## config.mk

```make
export PLATFORM = sky130hd
export DESIGN_NAME = fwc_top
export DESIGN_NICKNAME = d
export VERILOG_FILES = /design/src/fwc_pkg.sv /design/src/fwc_top.sv
export VERILOG_INCLUDE_DIRS = /design/src
export SDC_FILE = /design/constraint.sdc
export NUM_CORES = 1
export LEC_CHECK = 0
export ABC_CLOCK_PERIOD_IN_PS = 4070
export BUFFER_PORTS_ARGS = -buffer_cell sky130_fd_sc_hd__buf_2
export CORE_ASPECT_RATIO = 0.9
export CORE_MARGIN = 10
export CORE_UTILIZATION = 47
export CTS_CLUSTER_SIZE = 14
export DETAILED_ROUTE_END_ITERATION = 6
export GPL_TIMING_DRIVEN = 0
export PLACE_DENSITY = 0.67
export SLEW_MARGIN = 15
export SYNTH_ARGS = -nofsm -noshare
export SYNTH_HDL_FRONTEND = slang
export SYNTH_SLANG_ARGS = --single-unit
```

## constraint.sdc

```tcl
create_clock -name core_clk_i -period 4.07 [get_ports core_clk_i]
set_clock_uncertainty 0.15 [all_clocks]
set_input_delay 0.814 -clock core_clk_i [delete_from_list [all_inputs] [get_ports core_clk_i]]
set_output_delay 0.814 -clock core_clk_i [all_outputs]
set_load 0.02 [all_outputs]
```

## src/fwc_consts.svh

```systemverilog
`ifndef FWC_CONSTS_SVH
`define FWC_CONSTS_SVH

`define FWC_TX_OFS       8'h1C
`define FWC_RX_OFS       8'h1D
`define FWC_GO_BIT       7
`define FWC_MODE_BIT     6
`define FWC_IDLE_BIT     7
`define FWC_NEW_BIT      6
`define FWC_WORD_BITS    16
`define FWC_TEN_REPEATS  10
`define FWC_ONES_FIELD   8'hFF
`define FWC_IDLE_RST     1'b1

`endif

```

## src/fwc_pkg.sv

```systemverilog
package fwc_pkg;

	typedef enum logic [1:0]
	{
		FWC_ST_IDLE = 2'b01,
		FWC_ST_SEND = 2'b10
	} fwc_tx_state_t;

	// one host access per cycle; wr and rd are one-cycle strobes
	typedef struct packed
	{
		logic       wr;
		logic       rd;
		logic [7:0] addr;
		logic [7:0] wdata;
	} fwc_host_req_t;

endpackage

```

## src/fwc_top.sv

```systemverilog
`timescale 1ns/1ps
`default_nettype none
`include "fwc_consts.svh"

module fwc_top
#(
	parameter int REPEATS = `FWC_TEN_REPEATS
)
(
	// clock and reset
	input  wire logic                   core_clk_i,
	input  wire logic                   resetn_i,
	input  wire logic                   clk_en_i,
	// host register port
	input  wire fwc_pkg::fwc_host_req_t host_req_i,
	output var  logic [7:0]             host_rdata_o,
	// transmit c3 bit stream
	input  wire logic                   tx_slot_i,
	output var  logic                   tx_c3_o,
	// receive c3 bit stream
	input  wire logic                   rx_slot_i,
	input  wire logic                   rx_c3_i
);
	import fwc_pkg::*;

	function automatic logic reg_hit(input logic [7:0] addr, input logic [7:0] ofs);
		reg_hit = (addr == ofs);
	endfunction

	fwc_tx_state_t state;
	logic          mode;
	logic [5:0]    tx_code;
	logic [3:0]    bit_cnt;
	logic [3:0]    rep_cnt;
	logic [15:0]   tx_word;

	logic [15:0]   rx_shift;
	logic [15:0]   next_rx_shift;
	logic          match;
	logic          all_ones;
	logic [5:0]    match_code;
	logic          idle_flag;
	logic          new_flag;
	logic [5:0]    rx_code;

	logic          tx_wr;
	logic          rx_rd;
	logic          word_end;
	logic          last_word;

	assign tx_wr     = host_req_i.wr && reg_hit(host_req_i.addr, `FWC_TX_OFS);
	assign rx_rd     = host_req_i.rd && reg_hit(host_req_i.addr, `FWC_RX_OFS);
	// framing zeros and trailing ones added here, code sits msb-first
	assign tx_word   = {1'b0, tx_code, 1'b0, `FWC_ONES_FIELD};
	assign word_end  = tx_slot_i && (bit_cnt == 4'(`FWC_WORD_BITS - 1));
	assign last_word = (rep_cnt == 4'(REPEATS - 1));

	// transmit control and sequencing
	always_ff @(posedge core_clk_i or negedge resetn_i)
	begin
		if (!resetn_i)
		begin
			state   <= FWC_ST_IDLE;
			mode    <= 1'b0;
			tx_code <= 6'h00;
			bit_cnt <= 4'h0;
			rep_cnt <= 4'h0;
		end
		else if (clk_en_i)
		begin
			case (state)
				FWC_ST_IDLE:
				begin
					if (tx_wr)
					begin
						mode    <= host_req_i.wdata[`FWC_MODE_BIT];
						tx_code <= host_req_i.wdata[5:0];
						bit_cnt <= 4'h0;
						rep_cnt <= 4'h0;
						if (host_req_i.wdata[`FWC_GO_BIT])
						begin
							state <= FWC_ST_SEND;
						end
					end
				end
				FWC_ST_SEND:
				begin
					// code is locked while busy; only a stop write in continuous mode is honoured
					if (tx_wr && mode && !host_req_i.wdata[`FWC_MODE_BIT])
					begin
						mode  <= 1'b0;
						state <= FWC_ST_IDLE;
					end
					else if (tx_slot_i)
					begin
						bit_cnt <= bit_cnt + 4'h1;
						if (word_end)
						begin
							if (!mode && last_word)
							begin
								state <= FWC_ST_IDLE;
							end
							else if (!mode)
							begin
								rep_cnt <= rep_cnt + 4'h1;
							end
						end
					end
				end
				default:
				begin
					state <= FWC_ST_IDLE;
				end
			endcase
		end
	end

	// line output; idle channel carries ones
	always_ff @(posedge core_clk_i or negedge resetn_i)
	begin
		if (!resetn_i)
		begin
			tx_c3_o <= 1'b1;
		end
		else if (clk_en_i && tx_slot_i)
		begin
			if (state == FWC_ST_SEND)
			begin
				tx_c3_o <= tx_word[4'(`FWC_WORD_BITS - 1) - bit_cnt];
			end
			else
			begin
				tx_c3_o <= 1'b1;
			end
		end
	end

	assign next_rx_shift = {rx_shift[14:0], rx_c3_i};
	assign match         = rx_slot_i && !next_rx_shift[15] && !next_rx_shift[8]
		&& (next_rx_shift[7:0] == `FWC_ONES_FIELD);
	assign all_ones      = rx_slot_i && (&next_rx_shift);
	assign match_code    = next_rx_shift[14:9];

	always_ff @(posedge core_clk_i or negedge resetn_i)
	begin
		if (!resetn_i)
		begin
			rx_shift <= 16'hFFFF;
		end
		else if (clk_en_i && rx_slot_i)
		begin
			rx_shift <= next_rx_shift;
		end
	end

	// receive status; set beats the read clear
	always_ff @(posedge core_clk_i or negedge resetn_i)
	begin
		if (!resetn_i)
		begin
			idle_flag <= `FWC_IDLE_RST;
			new_flag  <= 1'b0;
			rx_code   <= 6'h00;
		end
		else if (clk_en_i)
		begin
			if (match)
			begin
				idle_flag <= 1'b0;
				new_flag  <= 1'b1;
				rx_code   <= match_code;
			end
			else
			begin
				if (all_ones)
				begin
					idle_flag <= 1'b1;
				end
				if (rx_rd)
				begin
					new_flag <= 1'b0;
				end
			end
		end
	end

	// registered read data, zero for unmapped addresses
	always_ff @(posedge core_clk_i or negedge resetn_i)
	begin
		if (!resetn_i)
		begin
			host_rdata_o <= 8'h00;
		end
		else if (clk_en_i && host_req_i.rd)
		begin
			if (reg_hit(host_req_i.addr, `FWC_TX_OFS))
			begin
				host_rdata_o <= {(state == FWC_ST_SEND), mode, tx_code};
			end
			else if (rx_rd)
			begin
				host_rdata_o <= {idle_flag, new_flag, rx_code};
			end
			else
			begin
				host_rdata_o <= 8'h00;
			end
		end
	end
endmodule

`default_nettype wire

```

==> impl_metrics.env, run 1 <==
export IMPL_cts_resized=0
export IMPL_timing_critical_path_buf_inv=1
export IMPL_die_height_um=88.1
export IMPL_cts_buffers=5
export IMPL_cpMaxStageDelayCell="nor4_4"
export IMPL_post_route_cells_drive_above_1_share=0.400
export IMPL_hold_viol_final=0
export IMPL_grt_pass1_wl_mm=8.85
export IMPL_crit_chain="buf_2 -> or3b_4 -> nor4_4 -> a221o_2 -> mux2i_1"
export IMPL_postCtsSetupRepairBufs=0
export IMPL_die_area_mm2=0.00842
export IMPL_max_clock_path_buffers=2
export IMPL_endpoint_kind="register"
export IMPL_ir_drop_mv=0.244
export IMPL_yosysTopAreaCell="dfrtp_1"
export IMPL_finalSetupViolations=0
export IMPL_vias=1737
export IMPL_finalNetCount=271
export IMPL_dp_worst_setup_slack_ps=1480
export IMPL_path_clk_slew_ps=90
export IMPL_p_sw_frac=0.289
export IMPL_start_util=0.491
export IMPL_clkPwrFrac=0.262
export IMPL_hpwl_mm=3.84
export IMPL_wirelength_mm=5.20
export IMPL_worstSkewPairLatency_ps=300
export IMPL_drtPass1Iterations=4
export IMPL_antenna_found_initial=0
export IMPL_synth_seq_cells=49
export IMPL_cp_depth=5
export IMPL_drt_wirelength_per_cell_um=16.8
export IMPL_r2r_end="rep_cnt[1]$_DFFE_PN0P_"
export IMPL_hp_class="in2async"
export IMPL_yosys_area_top_type_share=0.321
export IMPL_ios=33
export IMPL_grt_usage=0.131
export IMPL_path_class="in2reg"
export IMPL_cp_arrival_ps=2370
export IMPL_cts_sinks=49
export IMPL_whs_ps=259
export IMPL_setup_ws_ps=1770
export IMPL_r2r_cells=5
export IMPL_period_share=0.565
export IMPL_crit_path_start="host_req_i[13]"
export IMPL_netlist_top_cells_count="31 x dfrtp_1, 27 x mux2_2, 18 x dfstp_2, 18 x nand2_1, 10 x o21ai_0"
export IMPL_synth_nets=232
export IMPL_status="finished, final reports clean"
export IMPL_postSynthCellCount=205
export IMPL_crit_required_ps=4140
export IMPL_pwr_density_cell_mw_per_mm2=498
export IMPL_route_detailed_drc=0
export IMPL_grt_setup_unrepaired="false"
export IMPL_switching_power_uw=403
export IMPL_synth_area_leaders="dfrtp_1 32%, dfstp_2 20%, mux2_2 13%"
export IMPL_synthesis_area_per_instance_um2=11.8
export IMPL_grt_max_degree=50
export IMPL_r2r_start="bit_cnt[0]$_DFFE_PN0P_"
export IMPL_grt_pass1_vias=1803
export IMPL_synth_edf_count=0
export IMPL_drtIter0Drc=121
export IMPL_antenna_cells=0
export IMPL_tightestPinTransition_ps=594
export IMPL_critPathTopFamily="simple AND/OR/NAND/NOR gates"
export IMPL_tritoncts="done"
export IMPL_syn_area_mm2=0.00242
export IMPL_setup_tns_ps=0
export IMPL_ys_async_sr_fraction=1.00
export IMPL_yosysUniqueCellTypes=49
export IMPL_synthFlopType="dfrtp_1"
export IMPL_htreeDepth=2
export IMPL_maxCapViolCount=0
export IMPL_p_int_uw=991
export IMPL_hold_buffers=0
export IMPL_worst_setup_path_start_kind="primary input"
export IMPL_power_frac_seq=0.540
export IMPL_p_comb_frac=0.198
export IMPL_yosysMostFrequentCell="dfrtp_1"
export IMPL_max_stage_delay_ps=480
export IMPL_yosysWarnings=0
export IMPL_crit_end="bit_cnt[1]$_DFFE_PN0P_"
export IMPL_ff2ff_setup_slack_ps=1960
export IMPL_coreArea_mm2=0.00492
export IMPL_synth_seq_area_share=0.516
export IMPL_ctsRootBufferMaster="clkbuf_8"
export IMPL_area_growth_pct=15.6
export IMPL_detail_route_antenna_nets=0
export IMPL_slew_violations=0
export IMPL_die_x_um=95.6
export IMPL_leakage_nw=1.23
export IMPL_cp_max_fo=6
export IMPL_period_needed_ps=2300
export IMPL_vias_per_cell=5.60
export IMPL_fmax_ghz=0.435
export IMPL_relSlewSlack=0.601
export IMPL_portBuffers=31
export IMPL_grt_overflow=0
export IMPL_place_congestion=0.807
export IMPL_num_rows=24
placed cells by master (no fill, tap or decap), drive strengths merged, types with 3 or more instances in the layout:
master	n
nand2b	4
mux2	28
o21ai	11
nand4	5
dfrtp	31
dfstp	18
nand3	8
a32oi	9
nor2	5
inv	9
mux2i	8
nor3	6
ha	3
nand2	19
nor4	3
nor3b	3
buf	34
clkbuf	11
sequential cells by signal, indices dropped and copies added (netlist names):
| register | cells |
|---|---|
| mode | 1 |
| rx_code | 6 |
| tx_code | 6 |
| state | 2 |
| rep_cnt | 4 |
| bit_cnt | 4 |
| idle_flag | 1 |
| host_rdata_o | 8 |
| tx_c3_o | 1 |
| rx_shift | 15 |
| new_flag | 1 |
worst register-to-register path: cells and delay by family (launching register included):
family          cells  cell delay (ps)
simple gates        2              760
fa+ha+maj           1              260
flops               1              480
compound gates      1               90
mux                 1              260
stage by stage:
step | power [mW] | utilization | instance area [um^2] | std cells
4_1_cts | 1.40 | 0.564 | 2780 | 309
3_3_place_gp | 1.03 | 0.539 | 2660 | 301
2_1_floorplan | 0.942 | - | 2420 | 205
6_report | 1.39 | 0.568 | 2800 | 310
3_5_place_dp | 1.04 | 0.539 | 2660 | 301
5_1_grt | 1.47 | 0.568 | 2800 | 310
cells by family (layout without fill, tap and decap cells):
| family | after synthesis | in the layout | share of synthesized area |
|---|---|---|---|
| AND/OR/NAND/NOR | 63 | 63 | 0.161 |
| flip-flops | 49 | 49 | 0.516 |
| AO/OA/AOI/OAI | 38 | 38 | 0.117 |
| multiplexers | 36 | 36 | 0.165 |
| buffers and inverters | 16 | 56 | 0.0253 |
| adder cells (fa/ha/maj) | 3 | 3 | 0.0155 |
worst min-delay path by stage:
stage,start,cells after the start,to
6_report,resetn_i,1,host_rdata_o[7]$_DFFE_PN0P_
5_1_grt,resetn_i,1,host_rdata_o[7]$_DFFE_PN0P_
4_1_cts,host_rdata_o[5]$_DFFE_PN0P_,2,host_rdata_o[5]$_DFFE_PN0P_
3_5_place_dp,host_rdata_o[5]$_DFFE_PN0P_,2,host_rdata_o[5]$_DFFE_PN0P_
3_3_place_gp,new_flag$_DFFE_PN0P_,1,new_flag$_DFFE_PN0P_
2_1_floorplan,new_flag$_DFFE_PN0P_,1,new_flag$_DFFE_PN0P_
cell type report:
type / instances / area [um^2]
clock inverters: 2 / 37.5
inverters: 9 / 33.8
clock buffers: 6 / 82.6
well taps: 65 / 81.3
flip-flops and latches: 49 / 1250
multi-input cells: 140 / 1110
repair buffers: 32 / 175
plain buffers: 7 / 27.5
fillers: 438 / 2130
per-layer routing:
| metal | part of all wire | global-route usage | wire, um | up-vias |
|---|---|---|---|---|
| met4 | 0.0098 | 0.0335 | 51 | 0 |
| met3 | 0.071 | 0.0428 | 370 | 5 |
| met2 | 0.43 | 0.189 | 2230 | 37 |
| met5 | 0 | 0 | 0 | - |
| li1 | - | - | - | 843 |
| met1 | 0.49 | 0.184 | 2560 | 852 |
power by group through the flow:
stage	Clock (mW)	Sequential (mW)	Combinational, mW
final	0.365	0.753	0.275
after global routing	0.391	0.774	0.310
after CTS	0.374	0.753	0.275
after detailed placement	0	0.761	0.274
after global placement	0	0.757	0.269
after floorplan	0	0.728	0.214
No activity file was read; power rests on OpenSTA's default activity.
==> run 2, diff against run 1 <==
--- a/config.mk
+++ b/config.mk
@@ -6,7 +6,8 @@
 export SDC_FILE = /design/constraint.sdc
 export NUM_CORES = 1
 export LEC_CHECK = 0
-export ABC_CLOCK_PERIOD_IN_PS = 4070
+export ABC_AREA = 1
+export ABC_CLOCK_PERIOD_IN_PS = 2000
 export BUFFER_PORTS_ARGS = -buffer_cell sky130_fd_sc_hd__buf_2
 export CORE_ASPECT_RATIO = 0.9
 export CORE_MARGIN = 10
@@ -14,7 +15,7 @@
 export CTS_CLUSTER_SIZE = 14
 export DETAILED_ROUTE_END_ITERATION = 6
 export GPL_TIMING_DRIVEN = 0
-export PLACE_DENSITY = 0.67
+export PLACE_DENSITY = 0.7
 export SLEW_MARGIN = 15
 export SYNTH_ARGS = -nofsm -noshare
 export SYNTH_HDL_FRONTEND = slang
==> constraint.sdc (replaced) <==
create_clock -name core_clk_i -period 2 [get_ports core_clk_i]
set_clock_uncertainty 0.15 [all_clocks]
set_input_delay 0.4 -clock core_clk_i [delete_from_list [all_inputs] [get_ports core_clk_i]]
set_output_delay 0.4 -clock core_clk_i [all_outputs]
set_load 0.02 [all_outputs]
==> impl_metrics.env, run 2 <==
export IMPL_yosys_area_top_type_share=0.303
export IMPL_synthesis_area_per_instance_um2=8.20
export IMPL_antenna_found_initial=0
export IMPL_ir_drop_mv=0.484
export IMPL_vias_per_cell=4.95
export IMPL_syn_area_mm2=0.00256
export IMPL_num_rows=25
export IMPL_grt_usage=0.121
export IMPL_pwr_density_cell_mw_per_mm2=875
export IMPL_netlist_top_cells_count="101 x nand2_1, 33 x inv_1, 31 x dfrtp_1, 21 x nor2_1, 19 x nand3_1"
export IMPL_maxCapViolCount=0
export IMPL_max_clock_path_buffers=2
export IMPL_met2_usage=0.186
export IMPL_synth_area_leaders="dfrtp_1 30%, dfstp_2 18%, nand2_1 15%"
export IMPL_finalNetCount=377
export IMPL_ios=33
export IMPL_worstSkewPairLatency_ps=300
export IMPL_period_needed_ps=1610
export IMPL_synth_edf_count=0
export IMPL_wirelength_mm=5.25
export IMPL_fillers=469
export IMPL_status="complete, but fails checks"
export IMPL_largest_register_ffs=15
export IMPL_ys_async_sr_fraction=1.00
export IMPL_start_util=0.487
export IMPL_yosysWarnings=0
export IMPL_multi_input_area_mm2=0.00110
export IMPL_coreArea_mm2=0.00526
export IMPL_worst_setup_path_start_kind="register"
export IMPL_place_congestion=0.789
export IMPL_path_clk_slew_ps=90
export IMPL_relSlewSlack=0.594
export IMPL_portBuffers=31
export IMPL_busiest_layer="met2"
export IMPL_dp_worst_setup_slack_ps=319
export IMPL_grt_setup_unrepaired="false"
export IMPL_tritoncts="done"
export IMPL_tightestPinTransition_ps=609
export IMPL_synth_seq_area_share=0.488
export IMPL_grt_pass1_wl_mm=9.15
export IMPL_violations="hold timing"
export IMPL_die_area_mm2=0.00880
export IMPL_endpoint_kind="register"
export IMPL_htreeDepth=2
export IMPL_hp_class="in2async"
export IMPL_setup_ws_ps=390
export IMPL_cts_buffers=5
export IMPL_r2r_start="rep_cnt[0]$_DFFE_PN0P_"
export IMPL_yosysTopAreaCell="dfrtp_1"
export IMPL_post_route_cells_drive_above_1_share=0.276
export IMPL_synthFlopType="dfrtp_1"
export IMPL_cp_arrival_ps=1640
export IMPL_detail_route_antenna_nets=0
export IMPL_yosysUniqueCellTypes=40
export IMPL_yosysMostFrequentCell="nand2_1"
export IMPL_final_cell_mix="101 x nand2_1, 34 x buf_2, 33 x inv_1"
export IMPL_ctsRootBufferMaster="clkbuf_8"
export IMPL_whs_ps=-51.7
export IMPL_met1_usage=0.161
export IMPL_drtPass1Iterations=4
export IMPL_synth_nets=339
export IMPL_cp_max_fo=6
export IMPL_crit_chain="ha_1 -> nand2_1 -> nor2_1 -> o21ai_0 -> nand3_4 -> nand2_1 -> o21ai_1"
export IMPL_crit_required_ps=2030
export IMPL_grt_max_degree=50
export IMPL_postSynthCellCount=312
export IMPL_setup_tns_ps=0
export IMPL_grt_pass1_vias=1987
export IMPL_period_share=0.805
export IMPL_largest_register="rx_shift"
export IMPL_cts_resized=0
export IMPL_area_growth_pct=13.4
export IMPL_hold_buffers=0
export IMPL_leakage_nw=1.46
export IMPL_antenna_cells=0
export IMPL_use_met3=0.0344
export IMPL_cts_sinks=49
export IMPL_postCtsSetupRepairBufs=0
export IMPL_layout_cells_most_common="nand2_1"
export IMPL_seq_area_mm2=0.00125
export IMPL_drtIter0Drc=86
export IMPL_synth_seq_cells=49
export IMPL_die_x_um=97.8
export IMPL_ff2ff_setup_slack_ps=390
export IMPL_hpwl_mm=4.01
export IMPL_cpMaxStageDelayCell="dfrtp_1"
export IMPL_fmax_ghz=0.621
export IMPL_cpMostUsedCell="nand2_1"
export IMPL_drt_wirelength_per_cell_um=12.6
export IMPL_r2r_cells=7
export IMPL_hold_viol_final=31
export IMPL_finalSetupViolations=0
export IMPL_path_class="reg2reg"
export IMPL_vias=2069
export IMPL_die_height_um=90.0
export IMPL_slew_violations=0
export IMPL_r2r_end="rep_cnt[2]$_DFFE_PN0P_"
export IMPL_max_stage_delay_ps=430
export IMPL_grt_overflow=0
export IMPL_route_detailed_drc=0
export IMPL_top_regs="rx_shift: 15 flops, host_rdata_o: 8 flops"
[run 2: changes by cell type in the layout (fill, tap and decap cells not counted), moves of 6 or more]
cell     before  now
a32oi_1       9    0
nand2_1      18  101
inv_1         9   33
o21ai_1       1    7
nor2_1        5   21
nand2_2       1    9
o21ai_0      10   16
mux2_2       27    0
mux2i_1       8    0
nand3_1       8   19
[run 2: cell type report]
class                           instances  share of cell area
Timing Repair Buffer                   31              0.0543
Tap cell                               67              0.0289
Sequential cell                        49               0.430
Multi-Input combinational cell        215               0.380
Inverter                               40              0.0530
Buffer                                  8              0.0185
Clock buffer                            7              0.0332
Clock inverter                          1             0.00172
[run 2: logic make-up (layout without fill, tap and decap cells)]
logic type / after synthesis / after routing / share of synthesized area
and+or+nand+nor: 171 / 171 / 0.315
DFF: 49 / 49 / 0.488
buffers and inverters: 48 / 87 / 0.0811
AOI/OAI and AO/OA: 38 / 38 / 0.0914
adders and majority gates: 3 / 3 / 0.0147
xor gates and xnor gates: 3 / 3 / 0.0103
[run 2: how the worst max path moves through the flow]
stage,start,slack [ps],endpoint
6_report,rep_cnt[0]$_DFFE_PN0P_,390,rep_cnt[2]$_DFFE_PN0P_
3_5_place_dp,host_req_i[13],320,bit_cnt[0]$_DFFE_PN0P_
3_3_place_gp,host_req_i[9],350,bit_cnt[0]$_DFFE_PN0P_
4_1_cts,rx_shift[5]$_DFFE_PN1P_,370,rx_code[2]$_DFFE_PN0P_
2_1_floorplan,rep_cnt[0]$_DFFE_PN0P_,520,rep_cnt[2]$_DFFE_PN0P_
5_1_grt,rep_cnt[1]$_DFFE_PN0P_,220,state[1]$_DFFE_PN0P_
[run 2: where the power goes]
group          switching [mW]  internal, mW  total, mW
combinational           0.397         0.200      0.597
clock                   0.316         0.313      0.629
sequential              0.133          1.18       1.31
total                   0.847          1.69       2.54
[run 2: metal layers]
metal,vias up,wire length [um]
met4,0,49
met5,-,0
met3,4,302
met2,42,2330
met1,957,2570
li1,1066,-
[run 2: per-stage QoR]
step | instance area, um^2 | cells | hold slack (ps) | power (mW) | utilization
after global routing | 2900 | 418 | 1.27 | 2.71 | 0.552
after floorplan | 2560 | 312 | -45.6 | 1.75 | -
after detailed placement | 2800 | 410 | 315 | 1.93 | 0.533
final | 2900 | 418 | -51.7 | 2.54 | 0.552
after global placement | 2800 | 410 | 308 | 1.91 | 0.533
after CTS | 2900 | 418 | 179 | 2.57 | 0.552
[run 2: critical path, delay by kind of cell, from the launching register on]
family / cells / cell delay, ps
adder cells (fa/ha/maj): 1 / 210
AND/OR/NAND/NOR: 4 / 350
flip-flops: 1 / 430
AO/OA/AOI/OAI: 2 / 350
==> run 3, diff against run 2 <==
--- a/config.mk
+++ b/config.mk
@@ -7,7 +7,7 @@
 export NUM_CORES = 1
 export LEC_CHECK = 0
 export ABC_AREA = 1
-export ABC_CLOCK_PERIOD_IN_PS = 2000
+export ABC_CLOCK_PERIOD_IN_PS = 1600
 export BUFFER_PORTS_ARGS = -buffer_cell sky130_fd_sc_hd__buf_2
 export CORE_ASPECT_RATIO = 0.9
 export CORE_MARGIN = 10
@@ -15,7 +15,7 @@
 export CTS_CLUSTER_SIZE = 14
 export DETAILED_ROUTE_END_ITERATION = 6
 export GPL_TIMING_DRIVEN = 0
-export PLACE_DENSITY = 0.7
+export PLACE_DENSITY = 0.67
 export SLEW_MARGIN = 15
 export SYNTH_ARGS = -nofsm -noshare
 export SYNTH_HDL_FRONTEND = slang
==> constraint.sdc (replaced) <==
create_clock -name core_clk_i -period 1.6 [get_ports core_clk_i]
set_clock_uncertainty 0.15 [all_clocks]
set_input_delay 0.32 -clock core_clk_i [delete_from_list [all_inputs] [get_ports core_clk_i]]
set_output_delay 0.32 -clock core_clk_i [all_outputs]
set_load 0.02 [all_outputs]
==> impl_metrics.env, run 3 (synthesis gave the netlist of run 2 again) <==
export IMPL_place_congestion=0.794
export IMPL_ff2ff_setup_slack_ps=20
export IMPL_endpoint_kind="register"
export IMPL_min_to="tx_code[5]$_DFFE_PN0P_"
export IMPL_pwr_density_cell_mw_per_mm2=1120
export IMPL_hp_class="in2reg"
export IMPL_period_needed_ps=1580
export IMPL_total_power_mw=3.43
export IMPL_drtIter0Drc=91
export IMPL_switching_power_mw=1.14
export IMPL_status="finished, final reports clean"
export IMPL_seq_area_mm2=0.00125
export IMPL_num_rows=25
export IMPL_whs_path_depth=3
export IMPL_setup_tns_ps=0
export IMPL_vias=2129
export IMPL_finalNetCount=388
export IMPL_grt_max_degree=50
export IMPL_path_class="reg2reg"
export IMPL_ir_drop_mv=0.644
export IMPL_die_area_mm2=0.00880
export IMPL_largest_register_ffs=15
export IMPL_multi_input_area_mm2=0.00116
export IMPL_start_util=0.487
export IMPL_hold_viol_final=0
export IMPL_antenna_found_initial=0
export IMPL_tightestPinTransition_ps=613
export IMPL_largest_register="rx_shift"
export IMPL_crit_required_ps=1690
export IMPL_grt_setup_unrepaired="true"
export IMPL_period_share=0.987
export IMPL_r2r_cells=5
export IMPL_p_int_mw=2.29
export IMPL_whs_ps=90.5
export IMPL_grt_overflow=0
export IMPL_finalNonFillerCells=429
export IMPL_maxCapViolCount=0
export IMPL_htreeDepth=2
export IMPL_drt_wirelength_per_cell_um=12.9
export IMPL_worst_setup_path_start_kind="register"
export IMPL_cp_arrival_ps=1670
export IMPL_hold_start="host_req_i[5]"
export IMPL_cp_max_fo=5
export IMPL_ctsRootBufferMaster="clkbuf_8"
export IMPL_power_frac_seq=0.480
export IMPL_area_growth_pct=20.1
export IMPL_r2r_end="rx_code[3]$_DFFE_PN0P_"
export IMPL_die_height_um=90.0
export IMPL_fmax_ghz=0.633
export IMPL_relSlewSlack=0.592
export IMPL_route_detailed_drc=0
export IMPL_drtPass1Iterations=6
export IMPL_wirelength_mm=5.51
export IMPL_cts_buffers=5
export IMPL_fillers=467
export IMPL_slew_violations=0
export IMPL_worstSkewPairLatency_ps=310
export IMPL_layout_cells_most_common="nand2_1"
export IMPL_leakage_nw=1.53
export IMPL_dp_cells=410
export IMPL_clkPwrFrac=0.264
export IMPL_ios=33
export IMPL_grt_pass1_wl_mm=9.35
export IMPL_vias_per_cell=4.96
export IMPL_p_comb_frac=0.256
export IMPL_detail_route_antenna_nets=0
export IMPL_grt_pass1_vias=2035
export IMPL_hpwl_mm=3.99
export IMPL_grt_usage=0.124
export IMPL_max_clock_path_buffers=2
export IMPL_path_clk_slew_ps=90
export IMPL_antenna_cells=0
export IMPL_r2r_start="rx_shift[1]$_DFFE_PN1P_"
export IMPL_die_x_um=97.8
export IMPL_coreArea_mm2=0.00526
export IMPL_p_sw_frac=0.334
export IMPL_cts_sinks=49
export IMPL_top_regs="rx_shift: 15 flops, host_rdata_o: 8 flops"
export IMPL_portBuffers=31
export IMPL_tritoncts="done"
export IMPL_post_route_cells_drive_above_1_share=0.334
export IMPL_finalSetupViolations=0
export IMPL_final_cell_mix="95 x nand2_1, 34 x buf_2, 33 x inv_1"
-- run 3: routing by layer --
| layer | routed length, um | GRT usage |
|---|---|---|
| met1 | 2680 | 0.166 |
| met2 | 2450 | 0.185 |
| met3 | 304 | 0.0375 |
| met4 | 74 | 0.0400 |
| met5 | 0 | 0 |
-- run 3: power by group through the flow --
stage	Combinational, mW	Sequential (mW)	Clock, mW
6_report	0.880	1.65	0.904
5_1_grt	0.991	1.67	0.980
4_1_cts	0.760	1.64	0.918
3_5_place_dp	0.758	1.66	0
3_3_place_gp	0.735	1.66	0
2_1_floorplan	0.536	1.66	0
-- run 3: area by class of cell --
type	count	area share
flip-flops and latches	49	0.406
multi-input cells	215	0.377
repair buffers	42	0.0826
inverters	40	0.0500
well taps	67	0.0273
clock buffers	5	0.0224
plain buffers	8	0.0199
clock inverters	3	0.0151
-- run 3: how the worst max path moves through the flow --
stage	from	depth (start not counted)	slack, ps	end
floorplan	rep_cnt[0]$_DFFE_PN0P_	7	120	rep_cnt[2]$_DFFE_PN0P_
global placement	rx_shift[6]$_DFFE_PN1P_	4	2	rx_code[0]$_DFFE_PN0P_
detailed placement	rx_shift[6]$_DFFE_PN1P_	4	-10	rx_code[0]$_DFFE_PN0P_
CTS	rx_shift[2]$_DFFE_PN1P_	4	7	rx_code[0]$_DFFE_PN0P_
global route	rx_shift[1]$_DFFE_PN1P_	5	-70	rx_code[3]$_DFFE_PN0P_
finish	rx_shift[1]$_DFFE_PN1P_	5	20	rx_code[3]$_DFFE_PN0P_
-- run 3: critical path: stages (launching register included) --
cell and delay (ps):
dfstp_2 560, nand4_1 140, nor3_4 380, buf_6 190
nand2_2 50, o21ai_2 40
-- run 3: metrics by stage --
| step | cell area (um^2) | util | setup WS (ps) |
|---|---|---|---|
| floorplan | 2560 | - | 123 |
| finish | 3080 | 0.585 | 20.3 |
| detailed placement | 2800 | 0.533 | -9.55 |
| CTS | 2920 | 0.555 | 7.00 |
| global placement | 2800 | 0.533 | 2.36 |
| global route | 3080 | 0.585 | -72.0 |
-- run 3: what timing repair did --
item / CTS / global route
endpoints found under the setup margin: 9 / 23
endpoints found under the hold margin: 0 / 31
cloned: 0 / 1
setup buffers: 0 / 9
hold buffers: 0 / 1
resized for setup: 2 / 27
pin swaps: 1 / 7
